File: src/tcc_pkg.sv
// constants, field layout and state record of the 8-bit timer/counter with two compare units
// assumes an avalon-mm host with 32-bit data and byte addressing, and a 200 MHz clock
//
// Behaviour
// RL1: count value zero is bottom; bottom indication shown whenever counter holds zero.
// RL2: count value all ones is max; max indication shown whenever counter holds it.
// RL3: top is fixed max or compare a value, chosen by waveform mode.
// RL4: tick from prescaler or external pin per clock select; zero select stops counting.
// RL5: software may read and write the count value at any time.
// RL6: software write of count value beats clear, increment or decrement that cycle.
// RL7: counter clears, increments or decrements on each tick, as the mode decides.
// RL8: three-bit waveform mode: two bits in control a, third bit in control b.
// RL9: overflow, compare a, compare b sources, each with a flag and an enable.
// RL10: counter compared to both compare values; match sets flag at next tick.
// RL11: flag and enable raise interrupt; flag clears on service or written one.
// RL12: compare outputs follow match, mode and output-mode bits, with max/bottom cases.
// RL13: compare values double buffered in pwm modes, direct in normal and ctc.
// RL14: buffered compare value moves to active register only at top or bottom.
// RL15: software compare access reaches buffer when buffered, active register otherwise.
// RL16: force strobe in non-pwm modes acts on output as a real match would.
// RL17: forced compare sets no flag and neither clears nor reloads the counter.
// RL18: any count write blocks compare matches during the next tick, even when stopped.
// RL19: software avoids writing count equal to compare, or zero while counting down.
// RL20: compare output states kept unchanged across waveform mode changes.
// RL21: output-mode bit changes act at once, not buffered with the compare value.
// RL22: software clears the power-off control before the timer can run.
// RL23: mode zero counts up, wraps max to zero, sets overflow on reaching zero.
// RL24: mode two clears counter on match with compare a, which sets top.
// RL25: fast pwm uses max as top in mode three, compare a in mode seven.
// RL26: output-mode zero means no output action on match, in every mode.
// RL27: reset clears counter, compare values, flags, masks and modes; timer stopped.
package tcc_pkg;
    localparam int          TCC_ADDR_W     = 5;
    localparam int          TCC_DATA_W     = 32;
    // register indices on address bits 4:2; byte offsets at right
    localparam logic [2:0]  TCC_REG_CTRL_A = 3'h0;   // 0x00
    localparam logic [2:0]  TCC_REG_CTRL_B = 3'h1;   // 0x04
    localparam logic [2:0]  TCC_REG_COUNT  = 3'h2;   // 0x08
    localparam logic [2:0]  TCC_REG_CMP_A  = 3'h3;   // 0x0c
    localparam logic [2:0]  TCC_REG_CMP_B  = 3'h4;   // 0x10
    localparam logic [2:0]  TCC_REG_MASK   = 3'h5;   // 0x14
    localparam logic [2:0]  TCC_REG_FLAG   = 3'h6;   // 0x18
    // field positions
    localparam int          TCC_COM_A_LSB  = 6;
    localparam int          TCC_COM_B_LSB  = 4;
    localparam int          TCC_WGM10_LSB  = 0;
    localparam int          TCC_FOC_A_BIT  = 7;
    localparam int          TCC_FOC_B_BIT  = 6;
    localparam int          TCC_WGM2_BIT   = 3;
    localparam int          TCC_CS_LSB     = 0;
    localparam int          TCC_OVF_BIT    = 0;
    localparam int          TCC_CMPA_BIT   = 1;
    localparam int          TCC_CMPB_BIT   = 2;
    // count range
    localparam logic [7:0]  TCC_BOTTOM     = 8'h00;
    localparam logic [7:0]  TCC_MAX        = 8'hff;
    // waveform modes
    localparam logic [2:0]  TCC_WGM_NORMAL = 3'h0;
    localparam logic [2:0]  TCC_WGM_PC_MAX = 3'h1;
    localparam logic [2:0]  TCC_WGM_CTC    = 3'h2;
    localparam logic [2:0]  TCC_WGM_FP_MAX = 3'h3;
    localparam logic [2:0]  TCC_WGM_PC_CMP = 3'h5;
    localparam logic [2:0]  TCC_WGM_FP_CMP = 3'h7;
    // clock select codes
    localparam logic [2:0]  TCC_CS_STOP    = 3'h0;
    localparam logic [2:0]  TCC_CS_DIRECT  = 3'h1;
    localparam logic [2:0]  TCC_CS_DIV8    = 3'h2;
    localparam logic [2:0]  TCC_CS_DIV64   = 3'h3;
    localparam logic [2:0]  TCC_CS_DIV256  = 3'h4;
    localparam logic [2:0]  TCC_CS_DIV1024 = 3'h5;
    localparam logic [2:0]  TCC_CS_EXT_FALL = 3'h6;
    localparam logic [2:0]  TCC_CS_EXT_RISE = 3'h7;
    // output-mode codes
    localparam logic [1:0]  TCC_COM_OFF    = 2'h0;
    localparam logic [1:0]  TCC_COM_TOGGLE = 2'h1;
    localparam logic [1:0]  TCC_COM_CLEAR  = 2'h2;
    localparam logic [1:0]  TCC_COM_SET    = 2'h3;
    // counting kinds
    localparam logic [1:0]  TCC_KIND_PLAIN = 2'h0;
    localparam logic [1:0]  TCC_KIND_FAST  = 2'h1;
    localparam logic [1:0]  TCC_KIND_PHASE = 2'h2;

    typedef struct packed {
        logic       wait_q;
        logic [7:0] rdata;
        logic [1:0] com_a;
        logic [1:0] com_b;
        logic [2:0] wgm;
        logic [2:0] cs;
        logic [7:0] cnt;
        logic [7:0] cmp_a;
        logic [7:0] cmp_b;
        logic [7:0] buf_a;
        logic [7:0] buf_b;
        logic [2:0] mask;
        logic [2:0] flag;
        logic [2:0] irq;
        logic       oc_a;
        logic       oc_b;
        logic       oc_en_a;
        logic       oc_en_b;
        logic       blk;
        logic       down;
        logic       at_bot;
        logic       at_max;
        logic       ext_s1;
        logic       ext_s2;
        logic       ext_s3;
    } tcc_state_t;

    localparam tcc_state_t TCC_RESET_STATE = '{
        wait_q: 1'b1, at_bot: 1'b1, default: '0};
endpackage

File: src/tcc_top.sv
// 8-bit timer/counter with two compare units behind an avalon-mm slave
// assumes prescale ticks are one-cycle pulses on clk_in; the count pin is asynchronous
//
// Chosen here: the register offsets and the Avalon-MM interface to the registers.
`timescale 1ns/1ps
module tcc_top (
    // clock and reset
    input  wire logic                           clk_in,
    input  wire logic                           srst_in,
    // avalon-mm slave
    input  wire logic [tcc_pkg::TCC_ADDR_W-1:0] address_in,
    input  wire logic                           read_in,
    input  wire logic                           write_in,
    input  wire logic [3:0]                     byteenable_in,
    input  wire logic [tcc_pkg::TCC_DATA_W-1:0] writedata_in,
    output logic      [tcc_pkg::TCC_DATA_W-1:0] readdata_out,
    output logic                                waitrequest_out,
    // tick sources and power
    input  wire logic [3:0]                     prescale_tick_in,
    input  wire logic                           ext_count_input_in,
    input  wire logic                           timer_power_off_in,
    // interrupt service
    input  wire logic [2:0]                     irq_ack_in,
    output logic      [2:0]                     irq_out,
    // compare outputs and indications
    output logic                                compare_out_a_out,
    output logic                                compare_out_b_out,
    output logic                                compare_out_a_en_out,
    output logic                                compare_out_b_en_out,
    output logic                                at_bottom_out,
    output logic                                at_max_out
);
    import tcc_pkg::*;

    tcc_state_t st_reg;
    tcc_state_t st_next;

    logic       timer_tick;
    logic       bus_sel;
    logic       wr_acc;
    logic       wr_cnt;
    logic [2:0] reg_idx;
    logic [7:0] wbyte;
    logic [1:0] kind;
    logic       pwm;
    logic [7:0] top_val;
    logic       at_top;
    logic       match_a;
    logic       match_b;
    logic       tog_a_ok;
    logic       ext_rise;
    logic       ext_fall;

    // one output step for a compare channel
    function automatic logic oc_step(input logic oc, input logic [1:0] com, input logic hit,
                                     input logic wrap, input logic down, input logic [1:0] k,
                                     input logic tog_ok);
        logic r;
        r = oc;
        if (k == TCC_KIND_PLAIN) begin
            if (hit) begin
                case (com)
                    TCC_COM_TOGGLE: r = ~oc;
                    TCC_COM_CLEAR:  r = 1'b0;
                    TCC_COM_SET:    r = 1'b1;
                    default:        r = oc; // see RL26
                endcase
            end
        end else if (k == TCC_KIND_FAST) begin
            if (hit) begin
                case (com)
                    TCC_COM_TOGGLE: r = tog_ok ? ~oc : oc;
                    TCC_COM_CLEAR:  r = 1'b0;
                    TCC_COM_SET:    r = 1'b1;
                    default:        r = oc;
                endcase
            end
            if (wrap) begin
                case (com)
                    TCC_COM_CLEAR:  r = 1'b1; // see RL12
                    TCC_COM_SET:    r = 1'b0;
                    default:        r = r;
                endcase
            end
        end else begin
            if (hit) begin
                case (com)
                    TCC_COM_TOGGLE: r = tog_ok ? ~oc : oc;
                    TCC_COM_CLEAR:  r = down;
                    TCC_COM_SET:    r = ~down;
                    default:        r = oc;
                endcase
            end
        end
        return r;
    endfunction

    // bus decode: one wait cycle, then the access completes
    assign reg_idx = address_in[4:2];
    assign bus_sel = (address_in[1:0] == 2'h0) && byteenable_in[0];
    assign wr_acc  = write_in && !st_reg.wait_q && bus_sel;
    assign wbyte   = writedata_in[7:0];
    assign wr_cnt  = wr_acc && (reg_idx == TCC_REG_COUNT);

    // mode decode
    always_comb begin
        case (st_reg.wgm)
            TCC_WGM_FP_MAX, TCC_WGM_FP_CMP: kind = TCC_KIND_FAST;
            TCC_WGM_PC_MAX, TCC_WGM_PC_CMP: kind = TCC_KIND_PHASE;
            default:                        kind = TCC_KIND_PLAIN;
        endcase
    end
    assign pwm      = (kind != TCC_KIND_PLAIN); // see RL13
    assign tog_a_ok = (st_reg.wgm == TCC_WGM_FP_CMP) || (st_reg.wgm == TCC_WGM_PC_CMP);
    // see RL3 see RL25
    assign top_val  = tog_a_ok ? st_reg.cmp_a : TCC_MAX;
    assign at_top   = (st_reg.cnt == top_val);
    // see RL10 see RL18
    assign match_a  = (st_reg.cnt == st_reg.cmp_a) && !st_reg.blk;
    assign match_b  = (st_reg.cnt == st_reg.cmp_b) && !st_reg.blk;

    // tick selection from the synchronised pin and prescaler taps
    assign ext_rise = st_reg.ext_s2 && !st_reg.ext_s3;
    assign ext_fall = !st_reg.ext_s2 && st_reg.ext_s3;
    always_comb begin
        case (st_reg.cs) // see RL4
            TCC_CS_DIRECT:   timer_tick = 1'b1;
            TCC_CS_DIV8:     timer_tick = prescale_tick_in[0];
            TCC_CS_DIV64:    timer_tick = prescale_tick_in[1];
            TCC_CS_DIV256:   timer_tick = prescale_tick_in[2];
            TCC_CS_DIV1024:  timer_tick = prescale_tick_in[3];
            TCC_CS_EXT_FALL: timer_tick = ext_fall;
            TCC_CS_EXT_RISE: timer_tick = ext_rise;
            default:         timer_tick = 1'b0;
        endcase
        if (timer_power_off_in) begin
            timer_tick = 1'b0; // see RL22
        end
    end

    always_comb begin
        st_next        = st_reg;
        st_next.ext_s1 = ext_count_input_in;
        st_next.ext_s2 = st_reg.ext_s1;
        st_next.ext_s3 = st_reg.ext_s2;
        st_next.wait_q = 1'b1;
        if ((read_in || write_in) && st_reg.wait_q) begin
            st_next.wait_q = 1'b0;
        end
        if (read_in && st_reg.wait_q) begin
            st_next.rdata = 8'h00;
            if (bus_sel) begin
                case (reg_idx)
                    TCC_REG_CTRL_A: begin
                        st_next.rdata[TCC_COM_A_LSB +: 2] = st_reg.com_a;
                        st_next.rdata[TCC_COM_B_LSB +: 2] = st_reg.com_b;
                        st_next.rdata[TCC_WGM10_LSB +: 2] = st_reg.wgm[1:0];
                    end
                    TCC_REG_CTRL_B: begin
                        st_next.rdata[TCC_WGM2_BIT]    = st_reg.wgm[2];
                        st_next.rdata[TCC_CS_LSB +: 3] = st_reg.cs;
                    end
                    TCC_REG_COUNT:  st_next.rdata = st_reg.cnt; // see RL5
                    TCC_REG_CMP_A:  st_next.rdata = pwm ? st_reg.buf_a : st_reg.cmp_a; // see RL15
                    TCC_REG_CMP_B:  st_next.rdata = pwm ? st_reg.buf_b : st_reg.cmp_b;
                    TCC_REG_MASK:   st_next.rdata[2:0] = st_reg.mask;
                    TCC_REG_FLAG:   st_next.rdata[2:0] = st_reg.flag;
                    default:        st_next.rdata = 8'h00;
                endcase
            end
        end

        // flag clear by service or written one, ahead of the tick so a same-cycle set wins
        st_next.flag = st_reg.flag & ~irq_ack_in; // see RL11
        if (wr_acc && (reg_idx == TCC_REG_FLAG)) begin
            st_next.flag = st_next.flag & ~wbyte[2:0];
        end

        // counter, flags and outputs on the timer tick
        st_next.blk = st_reg.blk && !timer_tick;
        if (timer_tick) begin
            if (match_a) begin
                st_next.flag[TCC_CMPA_BIT] = 1'b1;
            end
            if (match_b) begin
                st_next.flag[TCC_CMPB_BIT] = 1'b1;
            end
            st_next.oc_a = oc_step(st_reg.oc_a, st_reg.com_a, match_a, at_top, st_reg.down, kind,
                                   tog_a_ok); // see RL12 see RL21
            st_next.oc_b = oc_step(st_reg.oc_b, st_reg.com_b, match_b, at_top, st_reg.down, kind,
                                   1'b0);
            case (kind) // see RL7
                TCC_KIND_FAST: begin
                    if (at_top) begin
                        st_next.cnt               = TCC_BOTTOM;
                        st_next.flag[TCC_OVF_BIT] = 1'b1;
                        st_next.cmp_a             = st_reg.buf_a; // see RL14
                        st_next.cmp_b             = st_reg.buf_b;
                    end else begin
                        st_next.cnt = st_reg.cnt + 8'h01;
                    end
                end
                TCC_KIND_PHASE: begin
                    if (!st_reg.down) begin
                        if (at_top) begin
                            st_next.down  = 1'b1;
                            st_next.cnt   = st_reg.cnt - 8'h01;
                            st_next.cmp_a = st_reg.buf_a; // see RL14
                            st_next.cmp_b = st_reg.buf_b;
                        end else begin
                            st_next.cnt = st_reg.cnt + 8'h01;
                        end
                    end else if (st_reg.cnt == TCC_BOTTOM) begin
                        st_next.down              = 1'b0;
                        st_next.cnt               = st_reg.cnt + 8'h01;
                        st_next.flag[TCC_OVF_BIT] = 1'b1;
                    end else begin
                        st_next.cnt = st_reg.cnt - 8'h01;
                    end
                end
                default: begin
                    st_next.down = 1'b0;
                    if ((st_reg.wgm == TCC_WGM_CTC) && match_a) begin
                        st_next.cnt = TCC_BOTTOM; // see RL24
                    end else begin
                        st_next.cnt = st_reg.cnt + 8'h01; // see RL23
                    end
                    if (st_reg.cnt == TCC_MAX) begin
                        st_next.flag[TCC_OVF_BIT] = 1'b1;
                    end
                end
            endcase
        end

        // register writes; a count write beats the tick
        if (wr_acc) begin
            case (reg_idx)
                TCC_REG_CTRL_A: begin
                    st_next.com_a    = wbyte[TCC_COM_A_LSB +: 2];
                    st_next.com_b    = wbyte[TCC_COM_B_LSB +: 2];
                    st_next.wgm[1:0] = wbyte[TCC_WGM10_LSB +: 2]; // see RL8 see RL20
                end
                TCC_REG_CTRL_B: begin
                    st_next.wgm[2] = wbyte[TCC_WGM2_BIT];
                    st_next.cs     = wbyte[TCC_CS_LSB +: 3];
                    if (!pwm) begin
                        if (wbyte[TCC_FOC_A_BIT]) begin
                            st_next.oc_a = oc_step(st_next.oc_a, st_reg.com_a, 1'b1, 1'b0, 1'b0,
                                                   TCC_KIND_PLAIN, 1'b1); // see RL16 see RL17
                        end
                        if (wbyte[TCC_FOC_B_BIT]) begin
                            st_next.oc_b = oc_step(st_next.oc_b, st_reg.com_b, 1'b1, 1'b0, 1'b0,
                                                   TCC_KIND_PLAIN, 1'b1);
                        end
                    end
                end
                TCC_REG_COUNT: begin
                    st_next.cnt = wbyte; // see RL6
                    st_next.blk = 1'b1;  // see RL18
                end
                TCC_REG_CMP_A: begin
                    st_next.buf_a = wbyte;
                    if (!pwm) begin
                        st_next.cmp_a = wbyte; // see RL15
                    end
                end
                TCC_REG_CMP_B: begin
                    st_next.buf_b = wbyte;
                    if (!pwm) begin
                        st_next.cmp_b = wbyte;
                    end
                end
                TCC_REG_MASK: st_next.mask = wbyte[2:0]; // see RL9
                default:      st_next.mask = st_next.mask;
            endcase
        end

        st_next.irq     = st_next.flag & st_next.mask; // see RL11
        st_next.oc_en_a = (st_next.com_a != TCC_COM_OFF);
        st_next.oc_en_b = (st_next.com_b != TCC_COM_OFF);
        st_next.at_bot  = (st_next.cnt == TCC_BOTTOM); // see RL1
        st_next.at_max  = (st_next.cnt == TCC_MAX);    // see RL2
    end

    always_ff @(posedge clk_in) begin
        if (srst_in) begin
            st_reg <= TCC_RESET_STATE; // see RL27
        end else begin
            st_reg <= st_next;
        end
    end

    assign readdata_out         = {24'h000000, st_reg.rdata};
    assign waitrequest_out      = st_reg.wait_q;
    assign irq_out              = st_reg.irq;
    assign compare_out_a_out    = st_reg.oc_a;
    assign compare_out_b_out    = st_reg.oc_b;
    assign compare_out_a_en_out = st_reg.oc_en_a;
    assign compare_out_b_en_out = st_reg.oc_en_b;
    assign at_bottom_out        = st_reg.at_bot;
    assign at_max_out           = st_reg.at_max;
endmodule
File: config.mk
export PLATFORM = sky130hd
export DESIGN_NAME = tcc_top
export DESIGN_NICKNAME = d
export VERILOG_FILES = /design/src/tcc_pkg.sv /design/src/tcc_top.sv
export SDC_FILE = /design/constraint.sdc
export NUM_CORES = 1
export LEC_CHECK = 0
export ABC_CLOCK_PERIOD_IN_PS = 8900
export BUFFER_PORTS_ARGS = -buffer_cell sky130_fd_sc_hd__buf_2
export CORE_ASPECT_RATIO = 0.8
export CORE_UTILIZATION = 45
export CTS_CLUSTER_SIZE = 14
export DETAILED_ROUTE_END_ITERATION = 10
export PLACE_DENSITY = 0.76
export SYNTH_ARGS = -nofsm -noshare
export SYNTH_HDL_FRONTEND = slang
export SYNTH_SLANG_ARGS = --single-unit
export TNS_END_PERCENT = 30
File: constraint.sdc
create_clock -name clk_in -period 8.9 [get_ports clk_in]
set_clock_uncertainty 0.15 [all_clocks]
set_input_delay 1.78 -clock clk_in [delete_from_list [all_inputs] [get_ports clk_in]]
set_output_delay 1.78 -clock clk_in [all_outputs]
set_load 0.02 [all_outputs]
# Word-level counts from Yosys, hierarchy flattened
# Cells that the tools add are included.
dict set report word_totals {
  ff_bits 79
  latchBits 0
  mem_bits_rw 0
  rom_bits 0
  in_bits 54
  output_inout_bits 42
  elab_cells 183
  mem_count 0
}
dict set report op_classes {
  n_addsub 2
  multipliers 0
  n_div 0
  magnitude_cmp 0
  eq_ne 31
  shifts 0
  n_mux 79
  bitwise_logic 11
  reduce_logical 34
}
# cell count
set op_table {}
lappend op_table {{$mux 8} 16}
lappend op_table {{$mux 53} 1}
lappend op_table {{$mux 16} 2}
lappend op_table {{$pmux 16 s2} 1}
lappend op_table {{$mux 1} 29}
lappend op_table {{$eq 3x3->1 const B} 9}
lappend op_table {{$eq 8x8->1} 3}
lappend op_table {{$mux 24} 1}
lappend op_table {{$eq 3x2->1 const B} 6}
lappend op_table {{$pmux 1 s3} 6}
lappend op_table {{$eq 8x8->1 const B} 2}
lappend op_table {{$logic_not 8->1} 2}
lappend op_table {{$pmux 4 s4} 1}
lappend op_table {{$pmux 8 s2} 1}
lappend op_table {{$pmux 2 s7} 1}
lappend op_table {{$logic_and 1x1->1} 12}
lappend op_table {{$mux 3} 4}
lappend op_table {{$pmux 1 s2} 6}
lappend op_table {{$eq 2x2->1 const B} 5}
lappend op_table {{$mux 2} 5}
lappend op_table {{$reduce_and 2->1} 5}
lappend op_table {{$and 3x3->3} 3}
lappend op_table {{$eq 3x1->1 const B} 3}
lappend op_table {{$add 8x1->8 const B} 1}
lappend op_table {{other kinds (15)} 32}

# Longest topological paths before layout
# Gate-level depths: netlist of the first run.
dict set report depth {
  word_depth 16
  mapped_depth 12
  ltp_nobuf 11
}

# Worst setup path before layout of the first run
# No wires, ideal clock.
dict set report synth_path {
  path_kind {input -> register}
  start {in prescale_tick_in[3]}
  end {reg st_reg (netlist bit at_max_out)}
  arrival_time_ns 3.961
  t_required_ns 8.677
  slack_ns 4.716
  cell_stages 10
  n_path_buf 1
  cell_sequence {nor2b_1 -> o2111a_1 -> a311o_1 -> clkbuf_1 -> a31oi_1 -> o21ai_2 -> o2111ai_1 -> o21ai_1 -> or4_1 -> nor3_2}
}
dict set report synth_via {
  elab_chain_len 6
}
# element line_no
set synth_rtl {}
lappend synth_rtl {{start: declaration} tcc_top.sv:19} ;# input wire logic [3:0] prescale_tick_in,
lappend synth_rtl {{$pmux 1 s7 *} tcc_top.sv:126} ;# case (st_reg.cs)
lappend synth_rtl {{$mux 1 *} tcc_top.sv:136} ;# if (timer_power_off_in) begin
lappend synth_rtl {{$mux 24 *} tcc_top.sv:181} ;# if (timer_tick) begin
lappend synth_rtl {{$mux 8} tcc_top.sv:237} ;# case (reg_idx)
lappend synth_rtl {{$mux 53 *} tcc_top.sv:236} ;# if (wr_acc) begin
lappend synth_rtl {{$eq 8x8->1 *} tcc_top.sv:282} ;# st_next.at_max = (st_next.cnt == TCC_MAX);
lappend synth_rtl {{end signal: assignment} tcc_top.sv:289} ;# st_reg <= st_next;
lappend synth_rtl {{end: declaration} tcc_top.sv:35} ;# tcc_state_t st_reg;
# Mark *: on every way between the ends. The rest lies on a longest branch, timed or not.
# A chain may end at the register's enable or synchronous reset.

# Worst setup path in the final report of the first run
dict set report layout_path {
  start {in address_in[1] (netlist name)}
  end {reg st_reg (netlist bit at_max_out)}
}
dict set report layout_via {
  elab_chain_len 5
}
# element line_no
set layout_rtl {}
lappend layout_rtl {{start: declaration} tcc_top.sv:11} ;# input wire logic [tcc_pkg::TCC_ADDR_W-1:0] address_in,
lappend layout_rtl {{$logic_not 2->1} tcc_top.sv:100} ;# assign bus_sel = (address_in[1:0] == 2'h0) && byteenable_in[0];
lappend layout_rtl {{$logic_and 1x1->1} tcc_top.sv:100}
lappend layout_rtl {{$logic_and 1x1->1} tcc_top.sv:101} ;# assign wr_acc = write_in && !st_reg.wait_q && bus_sel;
lappend layout_rtl {{$mux 53} tcc_top.sv:236}
lappend layout_rtl {{$eq 8x8->1} tcc_top.sv:282}
# Every way passes these cells.

==> out/qor.yml, run 1 <==
status: "finished, final reports clean"
initial_core_util: 0.467
final_cell_area_mm2: 0.00552
r2r_cells: 8
synthCells: 662
htreeDepth: 3
clkLatencyLatePin_ps: 350
endpoint_kind: "flop"
coreArea_mm2: 0.0110
peakVddDrop_uv: 122
cts_tree: "built"
grt_max_degree: 74
root_buffer: "clkbuf_16"
yosysSeqAreaShare: 0.309
r2r_start: "st_reg[53]"
rows: 34
final_cells: 811
rsz0062_at_grt: "false"
diodes: 0
die_h_um: 97.5
switching_share: 0.226
hp-start: "st_next[1]"
fin_crit_ps: 5100
timing.setup.tns_ps: 0
grt_overflow_total: 0
maxCapViolations: 0
drive_above_1_share: 0.126
whs_endpoint: "st_next[0]"
dieArea_mm2: 0.0118
postCtsHoldBufs: 0
grt_pass1_vias: 4441
final_common_cell: "nor2_1"
synth_edf_count: 0
synth.avg_cell_area_um2: 7.74
antenna_left: 0
drt-total-wl_um: 15800
intPower_uw: 638
dpl_cell_area_mm2: 0.00519
r2r_end: "st_reg[50]"
fmax_ghz: 0.196
synth_warnings: 0
path_max_fanout: 16
ys_types: 72
vias: 5008
hp-class: "flop to flop"
cts_resized: 0
startpoint_type: "input pin"
io_buffers: 44
ys_seq_elements: 79
avgViaCountPerCell: 6.18
finalHoldViolations: 0
ios: 96
switching_power_uw: 187
cts.sinks: 79
crit_arrival_ps: 5230
area.growth.synth_to_final_pct: 7.71
dp_cells: 797
min_path_cells: 1
layout_common_cells: "80 x nor2_1, 79 x dfxtp_1, 61 x nand2_1"
post_cts_buffers: 0
drt_iter0_markers: 486
nets: 724
largest_register_ffs: 59
antenna_found_initial: 0
fin_ws_ps: 3800
grt_first_pass_wirelength_um: 24500
dpl_worst_slack_ps: 3550
setup.worst_path.class: "input pin to flop"
slew_headroom: 0.181
comb_power_share: 0.058
worstPathRequired_ps: 9030
synth_ff_type: "dfxtp_1"
drt_pass1_iterations: 5
syn_area_mm2: 0.00513
cts_buffers: 9
pwr-share-seq: 0.432
dpl.hpwl_um: 11400
rrSetupSlack_ps: 4790
path_clk_slew_ps: 60
drc: 0
async_reset_ff_frac: 0
worst_pin_slew_ps: 1220
period_share: 0.574
powerDensity_mw_per_mm2: 149
routabilityCongestion: 0.968
grtUsageTotal: 0.272
wl_per_cell_um: 19.5
slew_viol_final: 0
cts.path.max_buffers: 2
pwr-share-clk: 0.510
die_w_um: 121
p_leak_uw: 0.00212
finalSetupViolCount: 0
## power by group through the flow
| stage | registers (µW) | logic, µW | clock network (µW) |
|---|---|---|---|
| after floorplan | 364 | 37.6 | 0 |
| after global placement | 364 | 45.6 | 0 |
| after detailed placement | 364 | 46.3 | 0 |
| after CTS | 356 | 46.5 | 422 |
| after global routing | 356 | 51.2 | 439 |
| final | 356 | 47.7 | 421 |
## synthesized netlist by cell type, types with 6 or more instances
master,number,area [µm²]
nor3_1,9,45.0
o211ai_1,7,52.6
a211oi_1,21,158
dfxtp_1,79,1580
inv_1,18,67.6
a21oi_1,56,280
a31oi_1,7,43.8
nor2_1,80,300
buf_4,36,270
clkbuf_1,32,120
ha_1,6,75.1
nand4_1,8,50.1
nand2b_1,15,93.8
mux2i_1,17,170
o21ai_0,18,90.1
and2_1,7,43.8
xor2_1,8,70.1
nand3_1,24,120
a22oi_1,25,188
xnor2_1,7,61.3
nand2_1,61,229
nor2b_1,12,75.1
mux2_2,6,67.6
## kinds of logic (layout without fill, tap and decap cells)
group,after synthesis,after routing,synth area share
AOI/OAI and AO/OA,182,182,0.246
xor gates and xnor gates,15,15,0.0256
adders and majority gates,6,6,0.0146
buffers and inverters,97,79,0.101
DFF,79,79,0.309
muxes,24,24,0.0508
other,1,24,0.000732
and+or+nand+nor,258,258,0.253
## critical path, cell delays in order
cell	delay, ps
buf_2	100
or3b_2	510
nor2_1	870
nand3b_1	740
mux2i_1	270
a41o_1	270
or4_1	510
nor3_2	180
## worst max-delay path by stage
stage	endpoint	start	cells past startpoint	slack (ps)
floorplan	at_max_out	prescale_tick_in[3]	10	4720
detailed placement	at_max_out	address_in[1]	8	3550
global route	at_bottom_out	address_in[1]	9	3590
global placement	at_max_out	address_in[1]	8	3600
finish	at_max_out	address_in[1]	8	3800
CTS	at_max_out	address_in[1]	8	3900
## layer usage
layer | vias to the layer above | GRT usage | wire length [µm]
met5 | - | 0 | 0
met4 | 0 | 0.0836 | 357
met3 | 23 | 0.0857 | 1830
met2 | 277 | 0.384 | 6650
met1 | 2371 | 0.388 | 6970
li1 | 2337 | - | -
## stage by stage
stage / total power, µW / utilization / hold slack (ps)
2_1_floorplan: 402 / - / 264
6_report: 825 / 0.503 / 289
3_5_place_dp: 411 / 0.473 / 283
5_1_grt: 846 / 0.503 / 312
4_1_cts: 825 / 0.503 / 296
3_3_place_gp: 410 / 0.473 / 266
## layout make-up
type	instances	area (µm²)
tap	144	180
fill	1046	5450
sequential	79	1580
inverter	18	67.6
multi-input combinational	509	3120
clock inverter	5	108
timing repair buffer	47	243
clock buffer	9	225
No activity file was read; power rests on OpenSTA's default activity.
==> run 2: changes to the inputs <==
- ABC_AREA: default -> 1
- ABC_CLOCK_PERIOD_IN_PS: 8900 -> 4100
- PLACE_DENSITY: 0.76 -> 0.78
- clock period: 8.9 -> 4.1 ns (I/O delays scaled with it)
==> run 2 against run 1 <==
  * Sequential power rose by 120%
  * Count of clock-buffer cells in the layout did not move
  * Global-route usage rose by 1.0 points
  * Cell count rose by 27%
  * Design area rose by 6.7%
  * Die area rose by 5.5%
  * Critical endpoint is now at_bottom_out
==> out/qor.yml, run 2 <==
synth_common_cells: "179 x nand2_1, 94 x inv_1, 89 x o21ai_0"
yosysTopAreaCellShare: 0.292  # -0.0163
drive_above_1_share: 0.110  # -0.0161
ys_seq_elements: 79  # unchanged
clkLatencyLatePin_ps: 350  # about the same
layout_common_cells: "179 x nand2_1, 94 x inv_1, 89 x o21ai_0"
worst_pin_slew_ps: 827  # -393 ps
rrSetupSlack_ps: 910  # -3880 ps
endpoint_kind: "flop"
dpl.hpwl_um: 12700  # +11%
synth_top_area_cell: "dfxtp_1"
synthSimpleGateAreaFrac: 0.267  # +0.0140
synth_compound_area_frac: 0.262  # +0.0167
critPathBufInv: 1  # unchanged
yosysSeqAreaShare: 0.292  # -0.0163
synthCells: 855  # +29%
dieArea_mm2: 0.0125  # +5.5%
synth_fa_ha_area_frac: 0.0139  # -0.000772
crit_chain: "inv_1, o21ai_1, nand2_1, nor2_1, nand3_4, nand2_2, nand3_2, nand2_2, nor2_1, o21ai_1, nand2_1, nand2_1, nand2_1, nor2_1, nand2_1, nand2_1"
synth_mux_area_frac: 0  # -0.0508
period_share: 0.778
crit_slowest_cell: "dfxtp_1"
antenna_left: 0  # unchanged
synth_top_family_by_area: "simple AND/OR/NAND/NOR gates"
synth_xor_area_frac: 0.0210  # -0.00459
ys_types: 42  # -42%
cts_buffers: 9  # unchanged
finalHoldViolations: 0  # unchanged
vias: 5936  # +19%
slew_headroom: 0.449  # +0.268
ios: 96  # unchanged
synth_warnings: 0  # unchanged
cts.path.max_buffers: 2  # unchanged
fmax_ghz: 0.313
synth_area_leaders: "dfxtp_1 29%, nand2_1 12%, o21ai_0 8.2%"
routabilityCongestion: 0.990  # +2.3%
syn_area_mm2: 0.00541  # +5.6%
drc: 0  # unchanged
setup.worst_path.class: "flop to flop"
area.growth.synth_to_final_pct: 8.90
worstPathRequired_ps: 4230  # -4800 ps
rsz0062_at_grt: "false"
crit_arrival_ps: 3320  # -1910 ps
io_buffers: 44  # unchanged
final_core_util: 0.508  # +0.00474
coreArea_mm2: 0.0116  # +5.7%
grt_max_degree: 37  # -50%
initial_core_util: 0.466  # -0.000747
drt_iter0_markers: 882  # +81%
grt_first_pass_wirelength_um: 27600  # +13%
slowest_delay_ps: 550  # -320 ps
hp-class: "flop to flop"
peakVddDrop_uv: 244  # +100%
drt_pass1_iterations: 5  # unchanged
fin_crit_ps: 3190
post_cts_buffers: 0  # unchanged
status: "finished, final reports clean"
htreeDepth: 3  # unchanged
powerDensity_mw_per_mm2: 278  # +86%
async_reset_ff_frac: 0  # unchanged
nets: 938  # +30%
synth.avg_cell_area_um2: 6.33  # -18%
cts_tree: "built"
synth_most_common_cell: "nand2_1"
die_h_um: 100  # +2.7%
grt_pass1_vias: 5172  # +16%
drt-total-wl_um: 17400  # +10%
slew_viol_final: 0  # unchanged
path_max_fanout: 36  # +20
cts.sinks: 79  # unchanged
postCtsHoldBufs: 0  # unchanged
timing.setup.tns_ps: 0  # unchanged
startpoint_type: "flop"
antenna_found_initial: 0  # unchanged
root_buffer: "clkbuf_16"
cts_resized: 0  # unchanged
rows: 35  # +2.9%
crit_top_cell: "nand2_1"
final_common_cell: "nand2_1"
synth_edf_count: 0  # unchanged
finalSetupViolCount: 0  # unchanged
path_clk_slew_ps: 70  # about the same
wl_per_cell_um: 16.9  # -13%
num-fill-cells: 1197  # +14%
die_w_um: 125  # +2.7%
diodes: 0  # unchanged
crit_family: "simple AND/OR/NAND/NOR gates"
largest_register_ffs: 59  # unchanged
maxCapViolations: 0  # unchanged
grtUsageTotal: 0.282  # +0.0102
p_leak_uw: 0.00232  # +9.7%
grt_overflow_total: 0  # unchanged
synth_ff_type: "dfxtp_1"
avgViaCountPerCell: 5.76  # -6.8%
-- run 2: changes by cell type in the layout (fill, tap and decap cells not counted), sizes merged, moves of 13 or more --
cell	delta
a211oi	-13
a21oi	+26
a22oi	-13
inv	+80
mux2i	-17
nand2	+123
nand2b	-15
nand3	+13
nor2b	-13
o21ai	+77
-- run 2: logic make-up (layout without fill, tap and decap cells) --
| logic type | count (synthesis) | in the layout |
|---|---|---|
| other | 1 | 24 |
| buffers and inverters | 169 | 174 |
| AO/OA/AOI/OAI | 246 | 246 |
| AND/OR/NAND/NOR | 341 | 341 |
| flip-flops | 79 | 79 |
| adder cells (fa/ha/maj) | 6 | 6 |
| XOR/XNOR | 13 | 13 |
-- run 2: layout make-up --
type | instances | area (µm²) | share of cell area
Tap cell | 148 | 185 | 0.0314
Timing Repair Buffer | 59 | 333 | 0.0565
Clock buffer | 9 | 225 | 0.0382
Clock inverter | 7 | 55.1 | 0.00934
Inverter | 99 | 372 | 0.0631
Multi-Input combinational cell | 630 | 3140 | 0.533
Sequential cell | 79 | 1580 | 0.268
-- run 2: worst register-to-register path: stages, from the launching register on --
cell and delay (ps):
dfxtp_1 550, inv_1 250, o21ai_1 230, nand2_1 90, nor2_1 200, nand3_4 400
nand2_2 330, nand3_2 160, nand2_2 120, nor2_1 40, o21ai_1 170, nand2_1 70
nand2_1 110, nand2_1 70, nor2_1 80, nand2_1 60, nand2_1 50
-- run 2: final timing paths --
kind / from / end / cells after the start
worst max-delay path: st_reg[59] / at_bottom_out / 16
worst min-delay path: st_next[1] / st_next[0] / 2
worst max register to register: st_reg[59] / at_bottom_out / 16
worst min register to register: st_next[1] / st_next[0] / 2
-- run 2: report_power, final --
part | switching, µW | leakage [µW] | internal, µW
logic | 80.1 | 0.00155 | 23.8
clock network | 345 | 0.000133 | 416
registers | 3.45 | 0.000637 | 771
-- run 2: per-stage QoR --
stage | instance area (µm²) | setup slack (ps) | hold slack (ps) | cells | power (µW)
5_1_grt | 5890 | 633 | 292 | 1031 | 1680
2_1_floorplan | 5500 | 1650 | 238 | 878 | 868
4_1_cts | 5890 | 1120 | 260 | 1031 | 1640
3_3_place_gp | 5610 | 1040 | 251 | 1015 | 892
6_report | 5890 | 909 | 264 | 1031 | 1640
3_5_place_dp | 5610 | 1000 | 249 | 1015 | 892
-- run 2: layer usage --
layer  up-vias  global-route usage  wire length [µm]
li1       2846                   -                 -
met1      2652               0.405              7710
met2       391               0.392              7000
met3        47              0.0682              2130
met4         0               0.135               597
met5         -                   0                 0
